File: src/rtl/mrv_pkg.sv
package mrv_pkg;
    // ------------------------------------------------------------------
    // timing
    // ------------------------------------------------------------------
    localparam int CLK_PERIOD_NS = 50;
    localparam int SETUP_TIME_NS = 300;
    // least time: round up to whole cycles, at least one
    localparam int SETUP_CYCLES_RAW =
        (SETUP_TIME_NS + CLK_PERIOD_NS - 1) / CLK_PERIOD_NS;
    localparam int SETUP_CYCLES = (SETUP_CYCLES_RAW < 1) ? 1 : SETUP_CYCLES_RAW;
    localparam int CNT_W = 8;

    // ------------------------------------------------------------------
    // data and mark
    // ------------------------------------------------------------------
    localparam int DATA_W = 8;
    localparam int REV_W  = 2;
    localparam logic [7:0] USER_MARK  = 8'h99;
    localparam logic [7:0] BLANK_BYTE = 8'hff;

    // ------------------------------------------------------------------
    // apb map of the controller
    // ------------------------------------------------------------------
    localparam logic [7:0] CTRL_ADDR   = 8'h00; // [1:0] rev, [2] start, [3] ce_save
    localparam logic [7:0] STATUS_ADDR = 8'h04; // [0] busy [1] valid [2] fail
    localparam logic [7:0] DATA_ADDR   = 8'h08; // sampled byte
    localparam logic [7:0] PROG_ADDR   = 8'h0c; // not decoded by the controller: access gives pslverr, reads 0
    localparam int CTRL_START_BIT = 2;
    localparam int CTRL_CESAVE_BIT = 3;

    // ------------------------------------------------------------------
    // controller states
    // ------------------------------------------------------------------
    typedef enum logic [6:0] {
        MRV_IDLE     = 7'h01,
        MRV_SELECT   = 7'h02,
        MRV_STROBE   = 7'h04,
        MRV_CHECK    = 7'h08,
        MRV_RESELECT = 7'h10,
        MRV_RECONFIG = 7'h20,
        MRV_HALT     = 7'h40
    } mrv_state_type;
endpackage

File: src/rtl/mrv_link_if.sv
`timescale 1ns/10ps
interface mrv_link_if;
    import mrv_pkg::*;
    logic [REV_W-1:0]  rev_sel;
    logic              revision_sample_strobe;
    logic              oe_reset;
    logic              chip_enable_n;
    logic [DATA_W-1:0] data;
    // init indicator is open drain: the controller drives high only
    logic              init_out;
    logic              init_oe;

    modport ctrl (
        output rev_sel, revision_sample_strobe, oe_reset, chip_enable_n,
        output init_out, init_oe,
        input  data
    );
    modport prom (
        input  rev_sel, revision_sample_strobe, oe_reset, chip_enable_n,
        output data
    );
endinterface

File: src/rtl/mrv_sync2.sv
`timescale 1ns/10ps
module mrv_sync2 #(
    parameter int W = 1
) (
    // clock and reset
    input  wire logic         clk,
    input  wire logic         srst,
    // level in and out
    input  wire logic [W-1:0] d,
    output logic      [W-1:0] q
);
    logic [W-1:0] meta_reg;

    // first stage is read only by the second
    always_ff @(posedge clk) begin
        if (srst) begin
            meta_reg <= '0;
            q        <= '0;
        end else begin
            meta_reg <= d;
            q        <= meta_reg;
        end
    end
endmodule

File: src/rtl/mrv_ctrl.sv
// Chosen here: the placing of the registers and the APB register port.
`timescale 1ns/10ps
// Operation
// - prom hides data until revision complete
// - blank revision reads all ones
// - set revision, then strobe rising edge
// - raise oe/reset, prom shows first byte
// - wait 300 ns before sampling data
// - byte 99 means revision valid
// - other byte: no reconfig, user decides
// - check occurs before any reconfiguration
// - image first byte changed ff to 99
// - line checksum recomputed as two's complement
// - driving init high leaves pin usable
// - chip enable high gives standby
// - drive chip enable low when needed
// - optionally deassert chip enable when idle
// - only mark checked, no deeper verify
// - optional sync word search, not built
// - revision select stable 300 ns first
// - prom captures select on strobe rise
// - reconfig request low 300 ns
// - failed check halts until reset
module mrv_ctrl (
    // clock and reset
    input  wire logic        clk,
    input  wire logic        srst,
    // apb slave
    input  wire logic        psel,
    input  wire logic        penable,
    input  wire logic        pwrite,
    input  wire logic [7:0]  paddr,
    input  wire logic [31:0] pwdata,
    output logic      [31:0] prdata,
    output logic             pready,
    output logic             pslverr,
    // reconfiguration request to the fpga core
    output logic             reconfig_request_n,
    // link
    mrv_link_if.ctrl         link
);
    import mrv_pkg::*;

    // ------------------------------------------------------------------
    // registers
    // ------------------------------------------------------------------
    mrv_state_type     state_reg;
    logic [CNT_W-1:0]  cnt_reg;
    logic [REV_W-1:0]  rev_reg;
    logic              ce_save_reg;
    logic              start_reg;
    logic              valid_reg;
    logic              fail_reg;
    logic [DATA_W-1:0] sample_reg;
    logic [DATA_W-1:0] data_sync;
    logic              wr_en;
    logic              rd_en;
    logic              cnt_done;

    // prom data comes from another chip, so synchronise it
    mrv_sync2 #(.W(DATA_W)) mrv_sync2_i (
        .clk  (clk),
        .srst (srst),
        .d    (link.data),
        .q    (data_sync)
    );

    // ------------------------------------------------------------------
    // apb slave, zero wait state
    // ------------------------------------------------------------------
    assign pready  = 1'b1;
    assign wr_en   = psel && penable && pwrite;
    assign rd_en   = psel && !pwrite;
    assign pslverr = psel && penable && (paddr != CTRL_ADDR) &&
                     (paddr != STATUS_ADDR) && (paddr != DATA_ADDR);

    // control register; start is a pulse accepted only while idle
    always_ff @(posedge clk) begin
        if (srst) begin
            rev_reg     <= '0;
            ce_save_reg <= 1'b0;
            start_reg   <= 1'b0;
        end else begin
            start_reg <= 1'b0;
            if (wr_en && paddr == CTRL_ADDR) begin
                rev_reg     <= pwdata[REV_W-1:0];
                ce_save_reg <= pwdata[CTRL_CESAVE_BIT];
                start_reg   <= pwdata[CTRL_START_BIT];
            end
        end
    end

    // read data registered in setup cycle, valid in access phase
    always_ff @(posedge clk) begin
        if (srst) begin
            prdata <= '0;
        end else if (rd_en && !penable) begin
            unique case (paddr)
                CTRL_ADDR:   prdata <= {28'h0000000, ce_save_reg, 1'b0,
                                        rev_reg};
                STATUS_ADDR: prdata <= {29'h00000000, fail_reg, valid_reg,
                                        state_reg != MRV_IDLE};
                DATA_ADDR:   prdata <= {24'h000000, sample_reg};
                default:     prdata <= '0;
            endcase
        end
    end

    // ------------------------------------------------------------------
    // wait counter: 300 ns rounded up to clock cycles
    // ------------------------------------------------------------------
    // two extra cycles cover the data synchroniser latency
    assign cnt_done = (cnt_reg == CNT_W'(SETUP_CYCLES + 1));

    always_ff @(posedge clk) begin
        if (srst) begin
            cnt_reg <= '0;
        end else if (state_reg == MRV_IDLE || state_reg == MRV_HALT ||
                     state_reg == MRV_CHECK || cnt_done) begin
            cnt_reg <= '0;
        end else begin
            cnt_reg <= cnt_reg + CNT_W'(1);
        end
    end

    // ------------------------------------------------------------------
    // sequencer
    // ------------------------------------------------------------------
    always_ff @(posedge clk) begin
        if (srst) begin
            state_reg  <= MRV_IDLE;
            valid_reg  <= 1'b0;
            fail_reg   <= 1'b0;
            sample_reg <= BLANK_BYTE;
        end else begin
            unique case (state_reg)
                MRV_IDLE: begin
                    if (start_reg) begin
                        state_reg <= MRV_SELECT;
                        valid_reg <= 1'b0;
                    end
                end
                MRV_SELECT: begin
                    if (cnt_done) state_reg <= MRV_STROBE;
                end
                MRV_STROBE: begin
                    if (cnt_done) state_reg <= MRV_CHECK;
                end
                MRV_CHECK: begin
                    // one byte only: no sync word search
                    sample_reg <= data_sync;
                    if (data_sync == USER_MARK) begin
                        valid_reg <= 1'b1;
                        state_reg <= MRV_RESELECT;
                    end else begin
                        fail_reg  <= 1'b1;
                        state_reg <= MRV_HALT;
                    end
                end
                MRV_RESELECT: begin
                    if (cnt_done) state_reg <= MRV_RECONFIG;
                end
                MRV_RECONFIG: begin
                    // the fpga is erased here; if not, go back to idle
                    if (cnt_done) state_reg <= MRV_IDLE;
                end
                MRV_HALT: begin
                    state_reg <= MRV_HALT;
                end
                default: state_reg <= MRV_IDLE;
            endcase
        end
    end

    // ------------------------------------------------------------------
    // link outputs, all registered
    // ------------------------------------------------------------------
    always_ff @(posedge clk) begin
        if (srst) begin
            link.rev_sel                <= '0;
            link.revision_sample_strobe <= 1'b0;
            link.oe_reset               <= 1'b0;
            link.chip_enable_n          <= 1'b0;
            link.init_out               <= 1'b0;
            link.init_oe                <= 1'b0;
            reconfig_request_n          <= 1'b1;
        end else begin
            // select follows the register only while idle, so a write
            // during a sequence cannot move it under the strobe
            if (state_reg == MRV_IDLE) begin
                link.rev_sel <= rev_reg;
            end
            link.revision_sample_strobe <= (state_reg == MRV_STROBE) ||
                                           (state_reg == MRV_CHECK) ||
                                           (state_reg == MRV_RECONFIG);
            // oe/reset low in select phases so the prom resamples once
            link.oe_reset <= (state_reg == MRV_STROBE) ||
                             (state_reg == MRV_CHECK) ||
                             (state_reg == MRV_RECONFIG);
            // only drive init while raising it; release otherwise
            link.init_out <= 1'b1;
            link.init_oe  <= (state_reg == MRV_STROBE) ||
                             (state_reg == MRV_CHECK);
            // power save: enable only while a sequence runs
            link.chip_enable_n <= ce_save_reg &&
                                  (state_reg == MRV_IDLE ||
                                   state_reg == MRV_HALT);
            reconfig_request_n <= !(state_reg == MRV_RECONFIG);
        end
    end
endmodule

File: src/flat_wrapper.sv
// flat-port wrapper written by rule: the top's interface ports become plain ports
module mrv_ctrl_flat import mrv_pkg::*;
  (clk, srst, psel, penable, pwrite, paddr, pwdata, prdata, pready, pslverr, reconfig_request_n, link_rev_sel, link_revision_sample_strobe, link_oe_reset, link_chip_enable_n, link_init_out, link_init_oe, link_data);
  mrv_link_if link_i ();
  input  wire logic clk;
  input  wire logic srst;
  input  wire logic psel;
  input  wire logic penable;
  input  wire logic pwrite;
  input  wire logic [7:0] paddr;
  input  wire logic [31:0] pwdata;
  output logic      [31:0] prdata;
  output logic pready;
  output logic pslverr;
  output logic reconfig_request_n;
  output wire logic [$bits(link_i.rev_sel)-1:0] link_rev_sel;
  output wire logic [$bits(link_i.revision_sample_strobe)-1:0] link_revision_sample_strobe;
  output wire logic [$bits(link_i.oe_reset)-1:0] link_oe_reset;
  output wire logic [$bits(link_i.chip_enable_n)-1:0] link_chip_enable_n;
  output wire logic [$bits(link_i.init_out)-1:0] link_init_out;
  output wire logic [$bits(link_i.init_oe)-1:0] link_init_oe;
  input wire logic [$bits(link_i.data)-1:0] link_data;
  assign link_rev_sel = link_i.rev_sel;
  assign link_revision_sample_strobe = link_i.revision_sample_strobe;
  assign link_oe_reset = link_i.oe_reset;
  assign link_chip_enable_n = link_i.chip_enable_n;
  assign link_init_out = link_i.init_out;
  assign link_init_oe = link_i.init_oe;
  assign link_i.data = link_data;
  mrv_ctrl u_core (.clk(clk), .srst(srst), .psel(psel), .penable(penable), .pwrite(pwrite), .paddr(paddr), .pwdata(pwdata), .prdata(prdata), .pready(pready), .pslverr(pslverr), .reconfig_request_n(reconfig_request_n), .link(link_i));
endmodule
File: config.mk
export PLATFORM = sky130hd
export DESIGN_NAME = mrv_ctrl_flat
export DESIGN_NICKNAME = d
export VERILOG_FILES = /design/src/rtl/mrv_pkg.sv /design/src/rtl/mrv_link_if.sv /design/src/rtl/mrv_sync2.sv /design/src/rtl/mrv_ctrl.sv /design/src/flat_wrapper.sv
export SDC_FILE = /design/constraint.sdc
export NUM_CORES = 1
export LEC_CHECK = 0
export ABC_AREA = 1
export BUFFER_PORTS_ARGS = -buffer_cell sky130_fd_sc_hd__clkbuf_2
export CORE_UTILIZATION = 53
export DETAILED_ROUTE_END_ITERATION = 10
export PLACE_DENSITY = 0.95
export SYNTH_ARGS = -nofsm -noshare
export SYNTH_HDL_FRONTEND = slang
export SYNTH_SLANG_ARGS = --single-unit
File: constraint.sdc
create_clock -name clk -period 3.55 [get_ports clk]
set_input_delay 0.5325 -clock clk [delete_from_list [all_inputs] [get_ports clk]]
set_output_delay 0.5325 -clock clk [all_outputs]
set_load 0.02 [all_outputs]
==> metrics.md, run 1 <==
| Metric | Value |
|---|---|
| Synth Warn # | 0 |
| Reg-to-Reg Start | u_core.state_reg[6] |
| Max VDD drop | approximately 0.25 mV |
| Async SR Flop Fraction | 0 |
| Register bit total from synthesis | 60 |
| I/O Buffers | 41 |
| Pwr/cell area | 538.5 mW/mm2 |
| Sequential-to-total area share from yosys stat | 0.4545 |
| Diode count | 0 |
| Mean Syn Cell Area | between 7 and 8 um2 |
| Worst R2R End | u_core.valid_reg |
| Synth top area share | 0.4545 |
| Crit path DAT | between 1 and 1.5 ns |
| Post-synth top cells | nand2_1, dfxtp_1, nor2_1 |
| DR iter-0 viols | between 100 and 150 |
| GRT Total Usage | 0.1934 |
| R2R cell count | 8 |
| Outcome | finished clean |
| HPWL Detailed | between 3000 and 4000 um |
| Critical setup path kind | input pin to primary output |
| Relative slew slack | 0.5352 |
| Synth area leaders | dfxtp_1, nand2_1, buf_4 |
| Top-count cell post-synth | nand2_1 |
| Global route overflow | 0 |
| Avg Vias per Cell | 4.564 |
| Startpoint Class | input pin |
| Simple-gate share of the synthesized area | 0.3016 |
| Worst Min Path Start | link_data[0] |
| Final Util | 0.6274 |
| Number of remaining DRC errors | 0 |
| Worst Setup End Kind | primary output |
| Clk Tree Root Cell | clkbuf_8 |
| Core ar. | ~0.0048 mm2 |
| Final Max Tran Viols | 0 |
| Worst endpoint required time | 3.02 ns |
| CTS Buf Count | 9 |
| Compound-Gate Fraction of Synth Area | 0.05729 |
| ANT nets after route | 0 |
| Post-synthesis mux area share | 0 |
| Place WS | approximately 1.7 ns |
| Placed cell areas | 0.002779 mm2 |
| Post-synth top flop | dfxtp_1 |
| Setup bufs post-CTS | 0 |
| Placed insts | 443 |
| H-Tree Depth | 3 |
| Distinct cell type count after synthesis | 30 |
| Met3 wire length | 268 um |
| Period utilisation layout | 0.5151 |
| Via count | 2095 |
| Area leader, netlist | dfxtp_1 |
| Synthesized instance count | ~350 |
| Pre-Repair DR Iteration Count | 5 |
| M1 WL | 2052 um |
| Hold Path Stages | 3 |
| Largest family of logic cells by synthesized area | simple AND/OR/NAND/NOR gates |
| PnR worst setup slack | 1.721 ns |
| First-pass GRT wire length | a little under 8000 um |
| Die area | approximately 0.0053 mm2 |
| Share of layout cells above drive strength 1 | 0.2143 |
| Final Cell Area | around 0.0030 mm2 |
| Fmax | about 550 MHz |
| Vias in the first global route | 1963 |
| Hold Path End | u_core.mrv_sync2_i.meta_reg[0] |
| Worst-Margin Slew | around 0.69 ns |
| Post-CTS resize count | 0 |
| Pleak | between 1 and 1.5 nW |
| R2R setup slack | 1.74 ns |
| Synth Area in Adders | 0.004735 |
| WHS | ~0.38 ns |
| Synthesized area | between 0.002 and 0.003 mm2 |
| Hold Buf Count CTS | 0 |
| Count of flip-flops with a built-in enable after synthesis | 0 |
| Site Rows | 25 |
| Bufs on Longest Clock Path | 2 |
| Syn-to-layout area delta | 12.88% |
| Skew-Pair Late Insertion Delay | 0.34 ns |
| Met2 routed WL | 2212 um |
| Min-delay worst type | input pin to flop |
| Final hold viol count | 0 |
| Clk sink count | 60 |
| Routed len/inst | roughly 10 um |
| Clock-pin transition on the worst setup and hold timing paths | ~0.06 ns |
| Die span in y | 72.61 um |
| Largest net degree at the start of global routing | 33 |
| Final Net Count | 441 |
| CTS tree | done |
| Setup TNS | 0 ns |
| Clock skew | 0.01116 ns |
| Crit Path Max Fanout | 5 |
| Chip width | slightly above 70 um |
| Tmin final | around 1.8 ns |
| Overall power | about 1.6 mW |
| Initial antenna violation count | 0 |
| Non-Filler Instances | around 460 |
| Initial Utilization | 0.5558 |
| Max-Cap Viols | 0 |
| IO Count | 95 |
| Unrepaired setup endpoints after global routing | false |
| Xor/xnor share of the synthesized area | 0.01989 |
| Max layer used | met4 |
| Routed WL | 4625 um |
| Placer Congestion | about 0.84 |
| Final setup violating endpoints | 0 |
-- cell families (layout without fill, tap and decap cells) --
family / after synthesis / after routing
AND/OR/NAND/NOR: 167 / 167
AO/OA/AOI/OAI: 29 / 29
adder cells (fa/ha/maj): 1 / 1
buffers and inverters: 80 / 104
other: 2 / 25
flip-flops: 60 / 60
XOR/XNOR: 6 / 6
-- cell type report --
class | count | area, um2
clock buffers | 13 | 158.9
clock inverters | 3 | 45.04
fillers | 438 | 1772
inverters | 46 | 173.9
multi-input cells | 228 | 1107
flip-flops and latches | 60 | 1201
well taps | 67 | 83.83
repair buffers | 42 | 212.7
-- report_power, final --
part / leakage [nW] / internal, mW / switching [mW]
Sequential: 0.489 / 0.708 / 0.0237
Combinational: 0.797 / 0.0811 / 0.178
Clock: 0.0959 / 0.363 / 0.252
-- worst max path at each step --
stage                              startpoint                end  slack, ns  cells after the start
after floorplan                      paddr[7]            pslverr       1.95                      4
after global placement                   srst  u_core.cnt_reg[0]       1.71                      5
after detailed placement                 srst  u_core.cnt_reg[4]       1.66                      5
final                                paddr[7]            pslverr       1.72                      6
after CTS                            paddr[7]            pslverr       1.72                      6
after global routing      u_core.state_reg[3]   u_core.valid_reg       1.56                      9
-- per-layer routing --
| metal | global-route usage | up-vias |
|---|---|---|
| met3 | 0.06906 | 9 |
| met5 | 0 | - |
| met4 | 0.1089 | 0 |
| li1 | - | 1097 |
| met1 | 0.2060 | 924 |
| met2 | 0.3323 | 65 |
-- worst max-delay path, stage by stage --
cell and delay (ns):
clkbuf_2 0.08, nor2_1 0.13, nand3_2 0.14, a211oi_1 0.20
nor2_1 0.06, clkbuf_2 0.15
-- placed cells by master (no fill, tap or decap), drive strengths merged --
master and count:
clkinv 1, nand3b 1, xor2 4, dfxtp 60, conb 25, bufinv 1, xnor2 2, ha 1
clkinvlp 2, nor2 59, nand4 2, inv 45, nor3 8, a21oi 19, nand2 71, nand3 26
a211oi 1, o21ai 9, clkbuf 54, buf 1
No activity file was read; power rests on OpenSTA's default activity.
==> inputs of run 2 (changes only) <==
--- a/config.mk
+++ b/config.mk
@@ -7,9 +7,9 @@
 export LEC_CHECK = 0
 export ABC_AREA = 1
 export BUFFER_PORTS_ARGS = -buffer_cell sky130_fd_sc_hd__clkbuf_2
-export CORE_UTILIZATION = 53
+export CORE_UTILIZATION = 49
 export DETAILED_ROUTE_END_ITERATION = 10
-export PLACE_DENSITY = 0.95
+export PLACE_DENSITY = 0.89
 export SYNTH_ARGS = -nofsm -noshare
 export SYNTH_HDL_FRONTEND = slang
 export SYNTH_SLANG_ARGS = --single-unit
==> constraint.sdc (replaced) <==
create_clock -name clk -period 1.87 [get_ports clk]
set_input_delay 0.2805 -clock clk [delete_from_list [all_inputs] [get_ports clk]]
set_output_delay 0.2805 -clock clk [all_outputs]
set_load 0.02 [all_outputs]
==> run 2 against run 1 <==
Against the previous run:
- final area hardly changed
- worst hold slack got worse by 0.25 ns
- final cell count is 0.87% higher
- flip-flop and latch count stayed put
- routed wire length shrank 1.9%
- power up 86%
- largest cell class unchanged
==> metrics.md, run 2 (same netlist as run 1, synthesis figures left out) <==
| Metric | Value |
|---|---|
| Max VDD drop | 0.5636 mV (was 0.2507 mV) |
| Worst path depth | 9 (was 6) |
| Clock-pin transition on the worst setup and hold timing paths | 0.06 ns (about the same) |
| Most common cell on crit path | nand2_1 |
| Core ar. | 0.005140 mm2 (was 0.004755 mm2) |
| Reg-to-Reg Start | u_core.state_reg[3] (was u_core.state_reg[6]) |
| Crit path launch | u_core.state_reg[3] (was paddr[7]) |
| Area of the multi-input gates | 0.001107 mm2 (unchanged) |
| DR iter-0 viols | 119 (was 122) |
| ANT nets after route | 0 (unchanged) |
| Clock skew | 0.007513 ns (was 0.01116 ns) |
| R2R setup slack | 0.39 ns (was 1.74 ns) |
| PnR worst setup slack | 0.3880 ns (was 1.721 ns) |
| H-Tree Depth | 3 (unchanged) |
| Clk Tree Root Cell | clkbuf_8 (unchanged) |
| Min-delay worst type | input pin to flop (unchanged) |
| Diode count | 0 (unchanged) |
| First-pass GRT wire length | 7417 um (was 7721 um) |
| Period utilisation layout | 0.7925 |
| Leading cell types in the layout, fill and taps excluded | nand2_1, dfxtp_1, nor2_1 (unchanged) |
| Post-CTS resize count | 0 (unchanged) |
| Startpoint Class | flop (was input pin) |
| Die area | 0.005690 mm2 (was 0.005272 mm2) |
| Buffers & Inverters on Critical Path | 2 (unchanged) |
| Placed cell areas | 0.002798 mm2 (was 0.002779 mm2) |
| Worst endpoint required time | 2.08 ns (was 3.02 ns) |
| Chip width | 75.44 um (was 72.61 um) |
| Clk sink count | 60 (unchanged) |
| Setup bufs post-CTS | 0 (unchanged) |
| Fmax | a little under 700 MHz |
| Die span in y | 75.44 um (was 72.61 um) |
| IO Count | 95 (unchanged) |
| Routed WL | 4539 um (was 4625 um) |
| Unrepaired setup endpoints after global routing | false (unchanged) |
| Crit Path Max Fanout | 11 (was 5) |
| Relative slew slack | 0.5658 (was 0.5352) |
| Outcome | finished clean (unchanged) |
| Worst Setup End Kind | flop (was primary output) |
| I/O Buffers | 41 (unchanged) |
| R2R cell count | 9 (was 8) |
| Largest net degree at the start of global routing | 32 (was 33) |
| Site Rows | 26 (was 25) |
| Routed len/inst | 9.803 um (was 10.08 um) |
| Final Max Tran Viols | 0 (unchanged) |
| FF/Latch Area | 0.001201 mm2 (unchanged) |
| Hold Path Stages | 3 (unchanged) |
| Via count | 2066 (was 2095) |
| CTS Buf Count | 9 (unchanged) |
| Largest stage delay, worst path | 0.37 ns (was 0.20 ns) |
| Place WS | 0.3943 ns (was 1.664 ns) |
| Placer Congestion | 0.8103 (was 0.8380) |
| Vias in the first global route | 1806 (was 1963) |
| Final hold viol count | 0 (unchanged) |
| Syn-to-layout area delta | 12.83% (was 12.88%) |
| Initial antenna violation count | 0 (unchanged) |
| Global route overflow | 0 (unchanged) |
| Initial Utilization | 0.5141 (was 0.5558) |
| Pre-Repair DR Iteration Count | 4 (was 5) |
| Critical setup path kind | flop to flop (was input pin to primary output) |
| GRT Total Usage | 0.1767 (was 0.1934) |
| Worst-Margin Slew | 0.6506 ns (was 0.6935 ns) |
| Critical path's top delay family | simple AND/OR/NAND/NOR gates (unchanged) |
| Worst R2R End | u_core.valid_reg (unchanged) |
| Slowest-stage cell, CP | dfxtp_1 (was a211oi_1) |
| Worst path cell trace | inv_1, nor2_1, nand2_1, nor2_2, inv_1, nand2_1, nand2_1, nand2_1, a21oi_2 (was clkbuf_2, nor2_1, nand3_2, a211oi_1, nor2_1, clkbuf_2) |
| CP endpoint | u_core.valid_reg (was pslverr) |
| Hold Buf Count CTS | 0 (unchanged) |
| Avg Vias per Cell | 4.462 (was 4.564) |
| Skew-Pair Late Insertion Delay | 0.34 ns (about the same) |
| Crit path DAT | 1.70 ns (was 1.30 ns) |
| Final Cell Area | 0.002982 mm2 (was 0.002983 mm2) |
| CTS tree | done (unchanged) |
| Fill cells | 478 (was 438) |
| Most common cell after layout, fill and taps aside | nand2_1 (unchanged) |
| Final setup violating endpoints | 0 (unchanged) |
| Pleak | 1.390 nW (was 1.382 nW) |
| Tmin final | ~1.5 ns |
| Number of remaining DRC errors | 0 (unchanged) |
| Setup TNS | 0 ns (unchanged) |
| Final Net Count | 443 (was 441) |
| Max-Cap Viols | 0 (unchanged) |
| Overall power | 2.980 mW (was 1.606 mW) |
| Pwr/cell area | 999.4 mW/mm2 (was 538.5 mW/mm2) |
| Share of layout cells above drive strength 1 | 0.2137 (was 0.2143) |
| HPWL Detailed | 3297 um (was 3368 um) |
| Bufs on Longest Clock Path | 2 (unchanged) |
run 2: final cells by class:
class,instances,share of cell area
sequential,60,0.4029
multi-input combinational,228,0.3714
timing repair buffer,44,0.07637
inverter,46,0.05833
clock buffer,13,0.04994
tap,70,0.02937
clock inverter,2,0.01175
run 2: worst register-to-register path, cell delays in order (launching register included):
cell,delay (ns)
dfxtp_1,0.37
inv_1,0.07
nor2_1,0.08
nand2_1,0.07
nor2_2,0.24
inv_1,0.23
nand2_1,0.12
nand2_1,0.06
nand2_1,0.07
a21oi_2,0.05
run 2: worst min path at each step:
stage | startpoint | endpoint | slack, ns
final | link_data[2] | u_core.mrv_sync2_i.meta_reg[2] | 0.13
after global placement | u_core.mrv_sync2_i.meta_reg[5] | u_core.mrv_sync2_i.q[5] | 0.39
after floorplan | srst | u_core.sample_reg[7] | 0.38
after global routing | link_data[2] | u_core.mrv_sync2_i.meta_reg[2] | 0.13
after CTS | link_data[2] | u_core.mrv_sync2_i.meta_reg[2] | 0.11
after detailed placement | u_core.mrv_sync2_i.meta_reg[4] | u_core.mrv_sync2_i.q[4] | 0.39
run 2: where the power goes:
group / internal, mW / switching (mW)
sequential: 1.35 / 0.0436
combinational: 0.155 / 0.339
clock: 0.643 / 0.454
run 2: through the flow:
stage                       util  hold WS [ns]  std cells
after global routing      0.5801        0.1276        463
final                     0.5801        0.1313        463
after detailed placement  0.5443        0.3929        448
after CTS                 0.5801        0.1118        463
after floorplan                -        0.3802        368
after global placement    0.5443        0.3922        448
run 2: layer usage:
layer / wire, um / global-route usage
met1: 2187 / 0.2103
met2: 2001 / 0.2817
met3: 260 / 0.06349
met4: 90 / 0.09053
met5: 0 / 0
==> inputs of run 3 (changes only) <==
==> constraint.sdc (replaced) <==
create_clock -name clk -period 1.5 [get_ports clk]
set_input_delay 0.225 -clock clk [delete_from_list [all_inputs] [get_ports clk]]
set_output_delay 0.225 -clock clk [all_outputs]
set_load 0.02 [all_outputs]
==> run 3 against run 2 <==
Against the previous run:
- non-clock buffer count rose by 2
- sequential power rose by 24%
- power rose by 29%
- largest cell class unchanged
- largest power group unchanged
==> metrics.md, run 3 (same netlist as run 1, synthesis figures left out) <==
| Metric | Value |
|---|---|
| Outcome | finished clean (unchanged) |
| Via count | 2102 (was 2066) |
| Placer Congestion | 0.8048 (was 0.8103) |
| Clk Tree Root Cell | clkbuf_8 (unchanged) |
| Max layer used | met4 (unchanged) |
| M1 WL | 2019 um (was 2187 um) |
| Period utilisation layout | 0.9246 (was 0.7925) |
| Met2 routed WL | 2293 um (was 2001 um) |
| Hold Path Stages | 3 (unchanged) |
| Final hold viol count | 0 (unchanged) |
| Crit path DAT | 1.62 ns (was 1.70 ns) |
| Slowest-stage cell, CP | dfxtp_1 (unchanged) |
| Fmax | 721.1 MHz (was 674.8 MHz) |
| Final Util | 0.5889 (was 0.5801) |
| Pleak | 1.415 nW (was 1.390 nW) |
| Startpoint Class | flop (unchanged) |
| Clock-pin transition on the worst setup and hold timing paths | 0.06 ns (about the same) |
| Most common cell after layout, fill and taps aside | nand2_1 (unchanged) |
| R2R cell count | 8 (was 9) |
| Largest net degree at the start of global routing | 32 (unchanged) |
| Clk pwr share | 0.389 (was 0.368) |
| Syn-to-layout area delta | 14.54% (was 12.83%) |
| Routed len/inst | 10.28 um (was 9.803 um) |
| CTS tree | done (unchanged) |
| CTS Buf Count | 9 (unchanged) |
| Skew-Pair Late Insertion Delay | 0.34 ns (about the same) |
| Pre-Repair DR Iteration Count | 4 (unchanged) |
| Routed WL | 4770 um (was 4539 um) |
| Setup bufs post-CTS | 0 (unchanged) |
| Avg Vias per Cell | 4.530 (was 4.462) |
| Diode count | 0 (unchanged) |
| Site Rows | 26 (unchanged) |
| Worst endpoint required time | 1.73 ns (was 2.08 ns) |
| ANT nets after route | 0 (unchanged) |
| Hold Path End | u_core.mrv_sync2_i.meta_reg[4] (was u_core.mrv_sync2_i.meta_reg[2]) |
| Largest stage delay, worst path | 0.36 ns (was 0.37 ns) |
| IO Count | 95 (unchanged) |
| Die span in y | 75.44 um (unchanged) |
| Final Cell Area | 0.003027 mm2 (was 0.002982 mm2) |
| Worst Setup End Kind | flop (unchanged) |
| Leading cell types in the layout, fill and taps excluded | nand2_1, dfxtp_1, nor2_1 (unchanged) |
| R2R setup slack | 0.11 ns (was 0.39 ns) |
| Internal power | 2.803 mW (was 2.144 mW) |
| Final Max Tran Viols | 0 (unchanged) |
| Critical setup path kind | flop to flop (unchanged) |
| H-Tree Depth | 3 (unchanged) |
| Total net switching power | 1.051 mW (was 836.3 uW) |
| Chip width | 75.44 um (unchanged) |
| Number of remaining DRC errors | 0 (unchanged) |
| I/O Buffers | 41 (unchanged) |
| Switching Fraction | 0.2728 (was 0.2806) |
| HPWL Detailed | 3475 um (was 3297 um) |
| Final Net Count | 445 (was 443) |
| Core ar. | 0.005140 mm2 (unchanged) |
| Min-delay worst type | input pin to flop (unchanged) |
| Share of layout cells above drive strength 1 | 0.2259 (was 0.2137) |
| Die area | 0.005690 mm2 (unchanged) |
| Most common cell on crit path | nand2_1 (unchanged) |
| First-pass GRT wire length | 7590 um (was 7417 um) |
| Bufs on Longest Clock Path | 2 (unchanged) |
| Global route overflow | 0 (unchanged) |
| WHS | 0.07772 ns (was 0.1313 ns) |
| Clock skew | 0.005147 ns (was 0.007513 ns) |
| Crit Path Max Fanout | 6 (was 11) |
| Initial Utilization | 0.5141 (unchanged) |
| GRT Total Usage | 0.1823 (was 0.1767) |
| DR iter-0 viols | 72 (was 119) |
| Met3 wire length | 358 um (was 260 um) |
| Clk sink count | 60 (unchanged) |
| Worst Min Path Start | link_data[4] (was link_data[2]) |
| Initial antenna violation count | 0 (unchanged) |
| Vias in the first global route | 1863 (was 1806) |
| Placed cell areas | 0.002813 mm2 (was 0.002798 mm2) |
| Max VDD drop | 0.8117 mV (was 0.5636 mV) |
| Setup TNS | 0 ns (unchanged) |
| Tmin final | 1.387 ns (was 1.482 ns) |
| Max-Cap Viols | 0 (unchanged) |
| Reg power frac | 0.450 (was 0.466) |
| Worst path cell trace | ha_1, nand2_1, nor3_1, nand2_1, nand2_2, nand3_2, nand2_1, nor2_1 (was inv_1, nor2_1, nand2_1, nor2_2, inv_1, nand2_1, nand2_1, nand2_1, a21oi_2) |
| Gate power share | 0.162 (was 0.166) |
| Worst R2R End | u_core.state_reg[2] (was u_core.valid_reg) |
| Reg-to-Reg Start | u_core.cnt_reg[0] (was u_core.state_reg[3]) |
| Pwr/cell area | 1273 mW/mm2 (was 999.4 mW/mm2) |
| Final setup violating endpoints | 0 (unchanged) |
[run 3: final cells by class]
type                            instances  area (um2)
Clock buffer                           13       178.9
Fill cell                             518        2113
Clock inverter                          1       30.03
Sequential cell                        60        1201
Multi-Input combinational cell        228        1112
Tap cell                               70       87.58
Timing Repair Buffer                   46       242.7
Inverter                               46       173.9
[run 3: per-layer routing]
metal / global-route usage / vias to the layer above
met1: 0.1839 / 920
met2: 0.3234 / 74
met4: 0.07819 / 0
met3: 0.08466 / 14
met5: 0 / -
li1: - / 1094
[run 3: worst max path at each step]
stage	startpoint	endpoint	slack, ns	depth (start not counted)
6_report	u_core.cnt_reg[0]	u_core.state_reg[2]	0.11	8
5_1_grt	u_core.state_reg[3]	u_core.valid_reg	-0.002	9
4_1_cts	u_core.cnt_reg[0]	u_core.state_reg[2]	0.11	8
3_5_place_dp	u_core.cnt_reg[0]	u_core.state_reg[2]	0.12	8
3_3_place_gp	u_core.cnt_reg[0]	u_core.state_reg[2]	0.17	8
2_1_floorplan	u_core.cnt_reg[0]	u_core.state_reg[2]	0.27	8
[run 3: through the flow]
stage / instances / setup WS, ns / power [mW]
floorplan: 368 / 0.2695 / 2.287
global placement: 450 / 0.1723 / 2.365
global route: 464 / -0.002157 / 4.027
finish: 464 / 0.1131 / 3.854
CTS: 464 / 0.1089 / 3.888
detailed placement: 450 / 0.1228 / 2.392
[run 3: worst max-delay path: cells and delay by family (launching register included)]
family | cells | cell delay, ns
adder cells (fa/ha/maj) | 1 | 0.21
flip-flops | 1 | 0.36
AND/OR/NAND/NOR | 7 | 0.70
[run 3: power groups by stage]
| stage | combinational [mW] | clock, mW | sequential (mW) |
|---|---|---|---|
| floorplan | 0.496 | 0 | 1.79 |
| global placement | 0.602 | 0 | 1.76 |
| detailed placement | 0.625 | 0 | 1.77 |
| CTS | 0.627 | 1.53 | 1.73 |
| global route | 0.695 | 1.59 | 1.74 |
| finish | 0.623 | 1.50 | 1.73 |
[run 3: what timing repair did]
| item | in CTS | in global routing |
|---|---|---|
| hold buffers | 0 | 0 |
| gates resized for setup | 0 | 2 |
| setup endpoints to repair | 0 | 1 |
